`src/verilog/dbu_pkg.sv`:
```
// Shared constants of the debug serial port register block.
package dbu_pkg;
    // Register byte offsets on the APB.
    localparam logic [11:0] DBU_OFS_CTRL   = 12'h000;
    localparam logic [11:0] DBU_OFS_MODE   = 12'h004;
    localparam logic [11:0] DBU_OFS_IEN    = 12'h008;
    localparam logic [11:0] DBU_OFS_IDIS   = 12'h00C;
    localparam logic [11:0] DBU_OFS_IMASK  = 12'h010;
    localparam logic [11:0] DBU_OFS_STATUS = 12'h014;
    localparam logic [11:0] DBU_OFS_RXHOLD = 12'h018;
    localparam logic [11:0] DBU_OFS_TXHOLD = 12'h01C;
    // Control register command bits.
    localparam int unsigned DBU_CR_RXEN   = 4;
    localparam int unsigned DBU_CR_RXDIS  = 5;
    localparam int unsigned DBU_CR_TXEN   = 6;
    localparam int unsigned DBU_CR_TXDIS  = 7;
    localparam int unsigned DBU_CR_CLRERR = 8;
    // Mode register fields.
    localparam int unsigned DBU_MR_PTY_LO = 9;
    localparam int unsigned DBU_MR_PTY_HI = 11;
    localparam int unsigned DBU_MR_CH_LO  = 14;
    localparam int unsigned DBU_MR_CH_HI  = 15;
    // Status, enable, disable and mask bit positions.
    localparam int unsigned DBU_ST_RXAV    = 0;
    localparam int unsigned DBU_ST_TXFREE  = 1;
    localparam int unsigned DBU_ST_RXDMA   = 3;
    localparam int unsigned DBU_ST_TXDMA   = 4;
    localparam int unsigned DBU_ST_OVR     = 5;
    localparam int unsigned DBU_ST_FRM     = 6;
    localparam int unsigned DBU_ST_PTY     = 7;
    localparam int unsigned DBU_ST_TXIDLE  = 9;
    localparam int unsigned DBU_ST_TXDRN   = 11;
    localparam int unsigned DBU_ST_RXFUL   = 12;
    localparam int unsigned DBU_ST_DCCWR   = 30;
    localparam int unsigned DBU_ST_DCCRD   = 31;
    // Bits that exist in the mask register.
    localparam logic [31:0] DBU_IRQ_VALID = 32'hC0001AFB;
    // Character width.
    localparam int unsigned DBU_CHAR_W = 8;
    // Channel modes.
    localparam logic [1:0] DBU_CH_NORMAL = 2'h0;
    localparam logic [1:0] DBU_CH_ECHO   = 2'h1;
    localparam logic [1:0] DBU_CH_LOCAL  = 2'h2;
    localparam logic [1:0] DBU_CH_REMOTE = 2'h3;
    // Reset values.
    localparam logic [31:0] DBU_ZERO32 = 32'h00000000;
    localparam logic [2:0]  DBU_PAR_RST = 3'h0;
    localparam logic [1:0]  DBU_CH_RST  = 2'h0;
    localparam logic [7:0]  DBU_CHAR_RST = 8'h00;
endpackage : dbu_pkg

```
`src/verilog/dbu_regs.sv`:
```
// Register block of the debug serial port with APB slave and channel muxing.
//
// Local design decisions: the register offsets and register access over APB.
`timescale 1ns/1ps
`default_nettype none
// Operation
// - Mode holds parity 11:9, channel mode 15:14
// - Parity codes even, odd, zero, one, none
// - Enable write of one sets mask bit
// - Disable write of one clears mask bit
// - Mask read shows enabled sources
// - All flag registers share one bit layout
// - Receive ready set on char, cleared by read
// - Transmit ready low while holding char waits
// - DMA end flags follow DMA channel signals
// - Buffer empty and full follow DMA signals
// - Overrun, framing, parity errors are sticky
// - Transmitter empty only when fully idle, enabled
// - Debug channel flags mirror processor levels
// - Receive holding returns last char bits 7:0
// - Status reset command clears error flags
// - Local loopback: internal feed, pin held high
module dbu_regs
    import dbu_pkg::*;
(
    // Clock and reset.
    input  wire logic        clk_in,
    input  wire logic        reset_n_in,
    // APB slave.
    input  wire logic        psel_in,
    input  wire logic        penable_in,
    input  wire logic        pwrite_in,
    input  wire logic [11:0] paddr_in,
    input  wire logic [31:0] pwdata_in,
    output logic      [31:0] prdata_out,
    output logic             pready_out,
    output logic             pslverr_out,
    // Transmit shifter side.
    output logic      [7:0]  tx_char_out,
    output logic             tx_char_valid_out,
    input  wire logic        tx_take_in,
    input  wire logic        tx_busy_in,
    input  wire logic        tx_serial_in,
    // Receive sampler side.
    input  wire logic [7:0]  rx_char_in,
    input  wire logic        rx_char_strobe_in,
    input  wire logic        rx_frame_err_in,
    input  wire logic        rx_parity_err_in,
    output logic             rx_serial_out,
    // Line settings to the shifters.
    output logic      [2:0]  parity_select_out,
    output logic             parity_used_out,
    output logic             rx_enable_out,
    output logic             tx_enable_out,
    // Peripheral DMA channel signals.
    input  wire logic        rx_dma_done_in,
    input  wire logic        tx_dma_done_in,
    input  wire logic        tx_dma_buffer_drained_in,
    input  wire logic        rx_dma_buffer_filled_in,
    // Processor debug channel levels.
    input  wire logic        dcc_write_pending_in,
    input  wire logic        dcc_read_pending_in,
    // Serial pins.
    input  wire logic        rxd_in,
    output logic             txd_out,
    // Interrupt request.
    output logic             irq_out
);
    logic        rst_meta_r;        // Reset release stage one.
    logic        rst_n_r;           // Reset used by the rest of the block.
    logic        pready_r;          // Access phase answer.
    logic        acc_ok;            // Transfer completes on this edge.
    logic        wr_acc;            // Completing write.
    logic        rd_acc;            // Completing read.
    logic [2:0]  parity_select_r;   // Parity selector.
    logic [1:0]  channel_loop_select_r; // Channel mode.
    logic [31:0] irq_mask_r;        // Enabled interrupt sources.
    logic        rx_en_r;           // Receiver enabled.
    logic        tx_en_r;           // Transmitter enabled.
    logic        rx_char_available_r; // Receive holding full.
    logic [7:0]  received_char_r;   // Receive holding register.
    logic        tx_hold_full_r;    // Transmit holding register occupied.
    logic [7:0]  char_to_send_r;    // Transmit holding register.
    logic        overrun_set;       // Character arrived over an unread one.
    logic        clear_error_flags; // Status reset command this edge.
    logic        overrun_flag;      // Sticky overrun.
    logic        frame_error_flag;  // Sticky framing error.
    logic        parity_error_flag; // Sticky parity error.
    logic        rxd_s;             // Synchronised receive pin.
    logic [1:0]  dcc_s;             // Synchronised debug channel levels.
    logic        rx_live;           // Receiver enabled and not in remote loop.
    logic        tx_live;           // Transmitter enabled and not in remote loop.
    logic [31:0] line_status;       // Assembled status word.
    logic [31:0] rd_data;           // Read mux output.
    logic        rd_err;            // Unmapped address.

    // Reset is asserted at once and released through two flops.
    always_ff @(posedge clk_in or negedge reset_n_in) begin
        if (!reset_n_in) begin
            rst_meta_r <= 1'b0;
            rst_n_r    <= 1'b0;
        end else begin
            rst_meta_r <= 1'b1;
            rst_n_r    <= rst_meta_r;
        end
    end

    // Pin and processor levels come from other domains.
    dbu_sync2 #(.W(1), .RST_VAL(1'b1)) u_rxd_sync (
        .clk_in     (clk_in),
        .reset_n_in (rst_n_r),
        .async_in   (rxd_in),
        .sync_out   (rxd_s)
    );
    dbu_sync2 #(.W(2), .RST_VAL(2'h0)) u_dcc_sync (
        .clk_in     (clk_in),
        .reset_n_in (rst_n_r),
        .async_in   ({dcc_read_pending_in, dcc_write_pending_in}),
        .sync_out   (dcc_s)
    );

    // One wait state lets read data come straight from a flop.
    assign acc_ok = psel_in & penable_in & pready_r;
    assign wr_acc = acc_ok & pwrite_in;
    assign rd_acc = acc_ok & ~pwrite_in;
    assign clear_error_flags = wr_acc && (paddr_in == DBU_OFS_CTRL) &&
                               pwdata_in[DBU_CR_CLRERR];
    // Remote loopback disables both shifters.
    assign rx_live = rx_en_r & (channel_loop_select_r != DBU_CH_REMOTE);
    assign tx_live = tx_en_r & (channel_loop_select_r != DBU_CH_REMOTE);

    // APB answer timing: ready rises on the second access cycle.
    always_ff @(posedge clk_in or negedge rst_n_r) begin
        if (!rst_n_r) begin
            pready_r    <= 1'b0;
            prdata_out  <= DBU_ZERO32;
            pslverr_out <= 1'b0;
        end else begin
            pready_r    <= psel_in & penable_in & ~pready_r;
            prdata_out  <= (psel_in & penable_in & ~pready_r & ~pwrite_in) ? rd_data
                                                                           : DBU_ZERO32;
            pslverr_out <= psel_in & penable_in & ~pready_r & rd_err;
        end
    end
    assign pready_out = pready_r;

    // Mode register; no decoding here, the shifters use the fields.
    always_ff @(posedge clk_in or negedge rst_n_r) begin
        if (!rst_n_r) begin
            parity_select_r       <= DBU_PAR_RST;
            channel_loop_select_r <= DBU_CH_RST;
        end else if (wr_acc && paddr_in == DBU_OFS_MODE) begin
            parity_select_r       <= pwdata_in[DBU_MR_PTY_HI:DBU_MR_PTY_LO];
            channel_loop_select_r <= pwdata_in[DBU_MR_CH_HI:DBU_MR_CH_LO];
        end
    end

    // Enable and disable writes act only on the bits written as one.
    always_ff @(posedge clk_in or negedge rst_n_r) begin
        if (!rst_n_r) begin
            irq_mask_r <= DBU_ZERO32;
        end else if (wr_acc && paddr_in == DBU_OFS_IEN) begin
            irq_mask_r <= irq_mask_r | (pwdata_in & DBU_IRQ_VALID);
        end else if (wr_acc && paddr_in == DBU_OFS_IDIS) begin
            irq_mask_r <= irq_mask_r & ~pwdata_in;
        end
    end

    // Control commands; disable wins over enable when both are written.
    always_ff @(posedge clk_in or negedge rst_n_r) begin
        if (!rst_n_r) begin
            rx_en_r <= 1'b0;
            tx_en_r <= 1'b0;
        end else if (wr_acc && paddr_in == DBU_OFS_CTRL) begin
            if (pwdata_in[DBU_CR_RXDIS]) begin
                rx_en_r <= 1'b0;
            end else if (pwdata_in[DBU_CR_RXEN]) begin
                rx_en_r <= 1'b1;
            end
            if (pwdata_in[DBU_CR_TXDIS]) begin
                tx_en_r <= 1'b0;
            end else if (pwdata_in[DBU_CR_TXEN]) begin
                tx_en_r <= 1'b1;
            end
        end
    end

    // Receive holding: an arriving character beats a same-cycle read.
    always_ff @(posedge clk_in or negedge rst_n_r) begin
        if (!rst_n_r) begin
            rx_char_available_r <= 1'b0;
            received_char_r     <= DBU_CHAR_RST;
        end else if (!rx_live) begin
            rx_char_available_r <= 1'b0;
        end else if (rx_char_strobe_in) begin
            rx_char_available_r <= 1'b1;
            received_char_r     <= rx_char_in;
        end else if (rd_acc && paddr_in == DBU_OFS_RXHOLD) begin
            rx_char_available_r <= 1'b0;
        end
    end
    // A new character over one nobody has read is an overrun.
    assign overrun_set = rx_live & rx_char_strobe_in & rx_char_available_r &
                         ~(rd_acc && paddr_in == DBU_OFS_RXHOLD);

    // Transmit holding; a write while full overwrites, so software must wait.
    always_ff @(posedge clk_in or negedge rst_n_r) begin
        if (!rst_n_r) begin
            tx_hold_full_r <= 1'b0;
            char_to_send_r <= DBU_CHAR_RST;
        end else if (!tx_live) begin
            tx_hold_full_r <= 1'b0;
        end else if (wr_acc && paddr_in == DBU_OFS_TXHOLD) begin
            tx_hold_full_r <= 1'b1;
            char_to_send_r <= pwdata_in[DBU_CHAR_W-1:0];
        end else if (tx_take_in) begin
            tx_hold_full_r <= 1'b0;
        end
    end
    assign tx_char_out       = char_to_send_r;
    assign tx_char_valid_out = tx_hold_full_r;

    // Sticky error flags.
    dbu_sticky u_ovr (
        .clk_in     (clk_in),
        .reset_n_in (rst_n_r),
        .set_in     (overrun_set),
        .clear_in   (clear_error_flags),
        .flag_out   (overrun_flag)
    );
    dbu_sticky u_frm (
        .clk_in     (clk_in),
        .reset_n_in (rst_n_r),
        .set_in     (rx_live & rx_frame_err_in),
        .clear_in   (clear_error_flags),
        .flag_out   (frame_error_flag)
    );
    dbu_sticky u_pty (
        .clk_in     (clk_in),
        .reset_n_in (rst_n_r),
        .set_in     (rx_live & rx_parity_err_in & parity_used_out),
        .clear_in   (clear_error_flags),
        .flag_out   (parity_error_flag)
    );

    // Status word assembled in the shared layout.
    always_comb begin
        line_status                = DBU_ZERO32;
        line_status[DBU_ST_RXAV]   = rx_char_available_r;
        line_status[DBU_ST_TXFREE] = tx_live & ~tx_hold_full_r;
        line_status[DBU_ST_RXDMA]  = rx_dma_done_in;
        line_status[DBU_ST_TXDMA]  = tx_dma_done_in;
        line_status[DBU_ST_OVR]    = overrun_flag;
        line_status[DBU_ST_FRM]    = frame_error_flag;
        line_status[DBU_ST_PTY]    = parity_error_flag;
        line_status[DBU_ST_TXIDLE] = tx_live & ~tx_hold_full_r & ~tx_busy_in;
        line_status[DBU_ST_TXDRN]  = tx_dma_buffer_drained_in;
        line_status[DBU_ST_RXFUL]  = rx_dma_buffer_filled_in;
        line_status[DBU_ST_DCCWR]  = dcc_s[0];
        line_status[DBU_ST_DCCRD]  = dcc_s[1];
    end

    // Read mux; write-only registers read zero, other addresses give an error.
    always_comb begin
        rd_data = DBU_ZERO32;
        rd_err  = 1'b0;
        case (paddr_in)
            DBU_OFS_MODE: begin
                rd_data[DBU_MR_PTY_HI:DBU_MR_PTY_LO] = parity_select_r;
                rd_data[DBU_MR_CH_HI:DBU_MR_CH_LO]   = channel_loop_select_r;
            end
            DBU_OFS_IMASK:  rd_data = irq_mask_r;
            DBU_OFS_STATUS: rd_data = line_status;
            DBU_OFS_RXHOLD: rd_data[DBU_CHAR_W-1:0] = received_char_r;
            DBU_OFS_CTRL, DBU_OFS_IEN, DBU_OFS_IDIS, DBU_OFS_TXHOLD: rd_data = DBU_ZERO32;
            default:        rd_err = 1'b1;
        endcase
    end

    // Line settings and interrupt, all registered.
    always_ff @(posedge clk_in or negedge rst_n_r) begin
        if (!rst_n_r) begin
            parity_select_out <= DBU_PAR_RST;
            parity_used_out   <= 1'b0;
            rx_enable_out     <= 1'b0;
            tx_enable_out     <= 1'b0;
            irq_out           <= 1'b0;
        end else begin
            parity_select_out <= parity_select_r;
            parity_used_out   <= ~parity_select_r[DBU_MR_PTY_HI-DBU_MR_PTY_LO];
            rx_enable_out     <= rx_live;
            tx_enable_out     <= tx_live;
            irq_out           <= |(line_status & irq_mask_r);
        end
    end

    // Channel routing between pins and shifters; idle line is high.
    always_ff @(posedge clk_in or negedge rst_n_r) begin
        if (!rst_n_r) begin
            txd_out       <= 1'b1;
            rx_serial_out <= 1'b1;
        end else begin
            case (channel_loop_select_r)
                DBU_CH_NORMAL: begin
                    txd_out       <= tx_serial_in;
                    rx_serial_out <= rxd_s;
                end
                DBU_CH_ECHO: begin
                    txd_out       <= rxd_s;
                    rx_serial_out <= rxd_s;
                end
                DBU_CH_LOCAL: begin
                    txd_out       <= 1'b1;
                    rx_serial_out <= tx_serial_in;
                end
                default: begin
                    txd_out       <= rxd_s;
                    rx_serial_out <= 1'b1;
                end
            endcase
        end
    end
endmodule : dbu_regs
`default_nettype wire

```
`src/verilog/dbu_sticky.sv`:
```
// Sticky error flag: set by hardware, cleared by software, set wins.
`timescale 1ns/1ps
`default_nettype none
module dbu_sticky (
    // Clock and reset.
    input  wire logic clk_in,
    input  wire logic reset_n_in,
    // Event and clear command.
    input  wire logic set_in,
    input  wire logic clear_in,
    output logic      flag_out
);
    // An error seen in the clearing cycle must not be lost, so set has priority.
    always_ff @(posedge clk_in or negedge reset_n_in) begin
        if (!reset_n_in) begin
            flag_out <= 1'b0;
        end else if (set_in) begin
            flag_out <= 1'b1;
        end else if (clear_in) begin
            flag_out <= 1'b0;
        end
    end
endmodule : dbu_sticky
`default_nettype wire

```
`src/verilog/dbu_sync2.sv`:
```
// Two-flop synchroniser for levels arriving from outside the clock domain.
`timescale 1ns/1ps
`default_nettype none
module dbu_sync2 #(
    parameter int unsigned W = 1,
    parameter logic [W-1:0] RST_VAL = '0
) (
    // Clock and reset.
    input  wire logic         clk_in,
    input  wire logic         reset_n_in,
    // Asynchronous level in, synchronised level out.
    input  wire logic [W-1:0] async_in,
    output logic      [W-1:0] sync_out
);
    logic [W-1:0] meta_r; // First stage, read only by the second stage.

    // Both stages reset to the idle value so nothing glitches after reset.
    always_ff @(posedge clk_in or negedge reset_n_in) begin
        if (!reset_n_in) begin
            meta_r   <= RST_VAL;
            sync_out <= RST_VAL;
        end else begin
            meta_r   <= async_in;
            sync_out <= meta_r;
        end
    end
endmodule : dbu_sync2
`default_nettype wire
```
`config.mk`:
```
export PLATFORM = sky130hd
export DESIGN_NAME = dbu_regs
export DESIGN_NICKNAME = d
export VERILOG_FILES = /design/src/verilog/dbu_pkg.sv /design/src/verilog/dbu_regs.sv /design/src/verilog/dbu_sticky.sv /design/src/verilog/dbu_sync2.sv
export SDC_FILE = /design/constraint.sdc
export NUM_CORES = 1
export LEC_CHECK = 0
export ABC_AREA = 1
export BUFFER_PORTS_ARGS = -buffer_cell sky130_fd_sc_hd__buf_2
export CORE_AREA = 2 2 123 95
export CTS_BUF_LIST = sky130_fd_sc_hd__clkbuf_4 sky130_fd_sc_hd__clkbuf_8
export DETAILED_ROUTE_END_ITERATION = 8
export DIE_AREA = 0 0 125 97
export HOLD_SLACK_MARGIN = 0.06
export MAX_ROUTING_LAYER = met4
export PLACE_DENSITY = 0.68
export SLEW_MARGIN = 5
export SYNTH_ARGS = -nofsm -noshare
export SYNTH_HDL_FRONTEND = slang
export SYNTH_SLANG_ARGS = --single-unit
```
`constraint.sdc`:
```
create_clock -name clk_in -period 4.4 [get_ports clk_in]
set_input_delay 0.22 -clock clk_in [delete_from_list [all_inputs] [get_ports clk_in]]
set_output_delay 0.22 -clock clk_in [all_outputs]
set_load 0.005 [all_outputs]
```
== Word level (Yosys, flattened, before mapping) ==
Index checks and enable logic that the tools add are counted.

* Reduce and logical (&&, ||, !) cells: 22
* Equal/unequal tests: 12
* Muxes and demuxes: 26
* Bitwise operators: 27

{| class="wikitable"
|+ Operator list
! operator !! count
|-
| $mux W32 || 3
|-
| $and A32 B32 Y32 || 2
|-
| $eq A12 B5 Y1 const B || 4
|-
| $not A32 Y32 || 1
|-
| $or A32 B32 Y32 || 1
|-
| $pmux W16 S2 || 1
|-
| $reduce_or A32 Y1 || 1
|-
| $eq A12 B4 Y1 const B || 2
|-
| $pmux W8 S3 || 1
|-
| $and A1 B1 Y1 || 17
|-
| $mux W1 || 16
|-
| $eq A12 B3 Y1 const B || 1
|-
| $logic_not A12 Y1 || 1
|-
| $reduce_bool A2 Y1 || 6
|-
| $pmux W3 S3 || 1
|-
| $pmux W2 S2 || 2
|-
| $reduce_and A2 Y1 || 4
|-
| $reduce_or A8 Y1 || 1
|-
| $logic_and A1 B1 Y1 || 7
|-
| $ne A3 B2 Y1 const B || 2
|-
| $not A1 Y1 || 6
|-
| $pmux W1 S2 || 2
|-
| $eq A2 B1 Y1 const B || 1
|-
| $eq A2 B2 Y1 const B || 1
|-
| 3 further kinds || 3
|}

* Bits in registers: 111
* Input port bits: 70
* Output and inout port bits: 52
* Word-level logic and storage cells: 115

== Logic depth before layout (Yosys ltp) ==
* Word-level depth: 7
* Mapped depth: 9
* Mapped depth without buffers: 9

== Modules after synthesis ==
Synthesis repeated with hierarchy kept, for this count alone.

* Cells, all modules: 510
* Area, all modules: 4,658.2 µm²

{| class="wikitable"
|+ By module, submodules not included
! module !! area an instance (µm²) !! cells an instance !! times used !! sequential area each (µm²)
|-
| dbu_regs || 4,385.5 || 489 || 1 || 2,555.0
|-
| dbu_sticky || 40.0 || 5 || 3 || 25.0
|-
| dbu_sync2 at u_dcc_sync || 100.1 || 4 || 1 || 100.1
|-
| dbu_sync2 at u_rxd_sync || 52.6 || 2 || 1 || 52.6
|}

== Worst setup path after synthesis ==
No wires, ideal clock.

* Path kind: register -> register
* Start point: reg pready_r (netlist: pready_out)
* End point: reg irq_mask_r[24]
* Cell stages (with the launch flop): 8
* Path slack: 3.104 ns
* Library setup time: 0.113 ns
* Arrival time: 1.184 ns
* Period minus slack after synthesis: 1.296 ns
* Required time: 4.287 ns
* Cells stage by stage: dfrtp_1 -> nand4_2 -> nor2_4 -> buf_6 -> buf_12 -> nand3_2 -> nand2_1 -> inv_1

* Longest elaborated chain between the ends: 4
* Elaborated cells between the ends (all ways): 6
* Those cells by class: mux (1); bitwise (2); reduce/logical (3)

{| class="wikitable"
|+ RTL lines
! what !! line !! text
|-
| start, declared || dbu_regs.sv:71 || <nowiki>logic pready_r;</nowiki>
|-
| start signal, assigned || dbu_regs.sv:139 || <nowiki>pready_r <= psel_in & penable_in & ~pready_r;</nowiki>
|-
| $and A1 B1 Y1 * || dbu_regs.sv:123 || <nowiki>assign acc_ok = psel_in & penable_in & pready_r;</nowiki>
|-
| $and A1 B1 Y1 * || dbu_regs.sv:124 || <nowiki>assign wr_acc = acc_ok & pwrite_in;</nowiki>
|-
| $logic_and A1 B1 Y1, on equally long branches || dbu_regs.sv:162, dbu_regs.sv:164 ||
|-
| $mux W32 / $reduce_bool A2 Y1 (equally long branches) || - ||
|-
| end signal, assigned || dbu_regs.sv:163 || <nowiki>irq_mask_r <= irq_mask_r | (pwdata_in & DBU_IRQ_VALID);</nowiki>
|-
| end signal, assigned || dbu_regs.sv:165 || <nowiki>irq_mask_r <= irq_mask_r & ~pwdata_in;</nowiki>
|-
| end, declared || dbu_regs.sv:77 || <nowiki>logic [31:0] irq_mask_r;</nowiki>
|}

Every way passes the cells marked *; elsewhere a longest branch is shown, timed or not.
A chain may end at the register's enable or synchronous reset.

==> metrics.txt <==
row count=33; core area=~11,000 um^2; Reg power frac=between 60% and 70%; layout net count=between 600 and 700; Gate power share=under 10%; Max-slew headroom=between 20% and 30%; Netlist cell types=34; Max IR drop VDD=roughly 0.15 mV; clock-pin slew on the worst setup and hold paths=around 0.10 ns; Largest stage delay, worst path=approximately 0.63 ns; grt met2 use=29.77%; TritonCTS clock tree=built; EDFF count, synth=0; final setup fails=0; Slew @ Worst Pin=around 1.2 ns; drt drc=0; final period utilization=between 40% and 50%; mapped cell area=between 4000 and 5000 um^2; worst r2r path cells=5; CP Capture Type=register; Hold WS=between 0.08 and 0.09 ns; Synth Warn #=0; Mapped Cells=just over 500; # fillers=between 1k and 1.5k; Overflow after GRT=0; CTS Buffer Depth=2; number of global-route vias before repair=3,846; Critical Path Source=pready_out$_DFF_PN0_; Setup WS post-layout=around 2.3 ns; Non-Filler Instances=between 700 and 800; cell area power density=slightly above 300 nW/um^2; Place WS=between 1.5 and 2 ns; GR Layer Usage met1=between 20 and 30%; number of routed nets with antenna violations=0; placer congestion estimate=about 0.84; placed insts=about 750; initial antenna violation count=1; family with the most delay on the worst path=simple AND/OR/NAND/NOR gates; Critical path buffers and inverters=0; Setup TNS=0 ns; DR vias/cell=between 4 and 5; Max Cap Viol=0; CP Class=register to register; Initial Utilization=between 40% and 50%; fin crit period=between 2 and 2.5 ns; area of the multi-input gates=1629 um^2; total CTS buffers=9; IO Pins=roughly 120; Area Overhead vs Synth=19.18%; leakage power=roughly 3.2 nW; skew final=between 0.02 and 0.025 ns; Crit. path cell count=5; Clk network pwr share=between 30% and 40%; critical path, cell by cell=nand4_2 > nor2_4 > nand2_2 > o21ai_0 > nand2_1; Post-CTS Setup Bufs=0; Pint=around 1.3 mW; WP data arrival=around 2.3 ns; sw power=about 0.43 mW; Power Total=roughly 1.7 mW; router iterations before antenna repair=7; Seq/Total Area, Yosys=~58%; Sw Ratio=between 20 and 25%; main flop type after synthesis=dfrtp_1; ys async rst share=100.0%; H-Tree Depth=3; Pins Over Slew Limit=0; first-pass GRT wire length=roughly 19,000 um; grt peak-use layer=met2; Synth Area per Inst=about 9.5 um^2; outcome=finished clean; post-DR wirelength/cell=14.97 um; Die Y=about 97 um; starting DRC count in detailed routing=about 350; met3 GRT Util=just over 5%; highest-count cells in the layout ignoring fill and taps=nand2_1, buf_2, dfrtp_1, inv_1, nand3_1; register-to-register setup slack=2.35 ns; Post-Syn Nets=574; Clock Latency Late Sink=around 0.38 ns; hpwl dp=8450 um; largest net degree at the start of global routing=57; DR vias=3,843; ratio of cells with drive above 1 in the final layout=a little under a third; fmax=just under 500 MHz; Die X=between 100 and 150 um; Crit Path Max Fanout=21; WL final=11,610 um; slowest library cell on the worst path=nor2_4; RR Startpoint=pready_out$_DFF_PN0_; register area=2786 um^2; Min-Delay Path Class=input pin to register; RSZ-0062 raised after global routing=no; clock root buffer master=clkbuf_8; Final Hold Vio Count=0; Startpoint Class=register; most common cell after layout, fill and taps aside=nand2_1; Synth Register Bits=111; gr usage total=20.21%; CTS Sinks=111; Die ar.=about 12,000 um^2; port bufs=approximately 120; Critical Path RT=roughly 4.7 ns
-- logic make-up (layout without fill, tap and decap cells) --
family,after synthesis,in the layout,share of synthesized area (%)
compound gates,39,39,4.944
flops,111,111,57.87
simple gates,259,259,26.98
mux,8,8,1.874
buf+inv,86,216,8.249
other cells,1,2,0.07799
-- final cells by class --
type	count	share of cell area (%)
diodes	1	0.04367
clock buffers	10	2.293
clock inverters	6	0.9607
inverters	71	4.672
multi-input cells	307	28.43
flip-flops and latches	111	48.62
well taps	140	3.057
repair buffers	129	11.92
-- metrics by stage --
step	instance area, um^2	utilization [%]
CTS	5718	52.86
global placement	5472	50.58
global route	5731	52.97
finish	5731	52.97
floorplan	4808	-
detailed placement	5472	50.58
-- cells in the mapped netlist (2+ instances only) --
| library cell | count | area (um^2) |
|---|---|---|
| nand4_1 | 5 | 31.28 |
| nand2_1 | 122 | 457.9 |
| o21ai_2 | 9 | 78.83 |
| nor2_1 | 24 | 90.09 |
| nand2_2 | 5 | 31.28 |
| inv_2 | 2 | 7.510 |
| mux2_2 | 8 | 90.09 |
| o21ai_0 | 9 | 45.04 |
| inv_1 | 68 | 255.2 |
| a21oi_1 | 8 | 40.04 |
| dfrtp_1 | 107 | 2678 |
| nor2_4 | 6 | 67.56 |
| nand3_1 | 66 | 330.3 |
| dfstp_2 | 4 | 105.1 |
| buf_4 | 8 | 60.06 |
| buf_2 | 3 | 15.01 |
| nand3_2 | 11 | 110.1 |
| nand4_2 | 2 | 25.02 |
| buf_6 | 3 | 33.78 |
| o21ai_1 | 10 | 50.05 |
| nor2_2 | 11 | 68.82 |
-- repair_timing --
item                      4_1_cts  5_1_grt
resized for setup               0        0
hold endpoints to repair        7        1
hold buffers                    6        1
-- worst register-to-register path: stages (launching register included) --
cell and delay [ns]:
dfrtp_1 0.45, nand4_2 0.21, nor2_4 0.63, nand2_2 0.34, o21ai_0 0.25, nand2_1 0.07
-- worst min-delay path by stage --
stage                              from                             end  slack (ns)  cells after the start
final                     rx_char_in[1]  received_char_r[1]$_DFFE_PN0N_        0.08                      2
after global routing      rx_char_in[1]  received_char_r[1]$_DFFE_PN0N_        0.08                      2
after CTS                 rx_char_in[7]  received_char_r[7]$_DFFE_PN0N_        0.06                      2
after detailed placement     reset_n_in            rst_meta_r$_DFF_PN0_       0.007                      1
after global placement       reset_n_in            rst_meta_r$_DFF_PN0_       0.006                      1
after floorplan              reset_n_in            rst_meta_r$_DFF_PN0_       -0.08                      0
-- power by group through the flow --
stage               combinational [mW]  clock [mW]  sequential (mW)
floorplan                       0.0339           0             1.07
global placement                0.0905           0             1.07
detailed placement              0.0930           0             1.07
CTS                             0.0976       0.595             1.05
global route                     0.109       0.636             1.05
finish                          0.0975       0.581             1.05
-- metal layers --
layer,share of wire [%],vias to the layer above
li1,-,1835
met1,46,1836
met2,45,155
met3,8.1,17
met4,1.1,0
met5,0,-
Note: power is estimated with default switching activity, not from simulation.
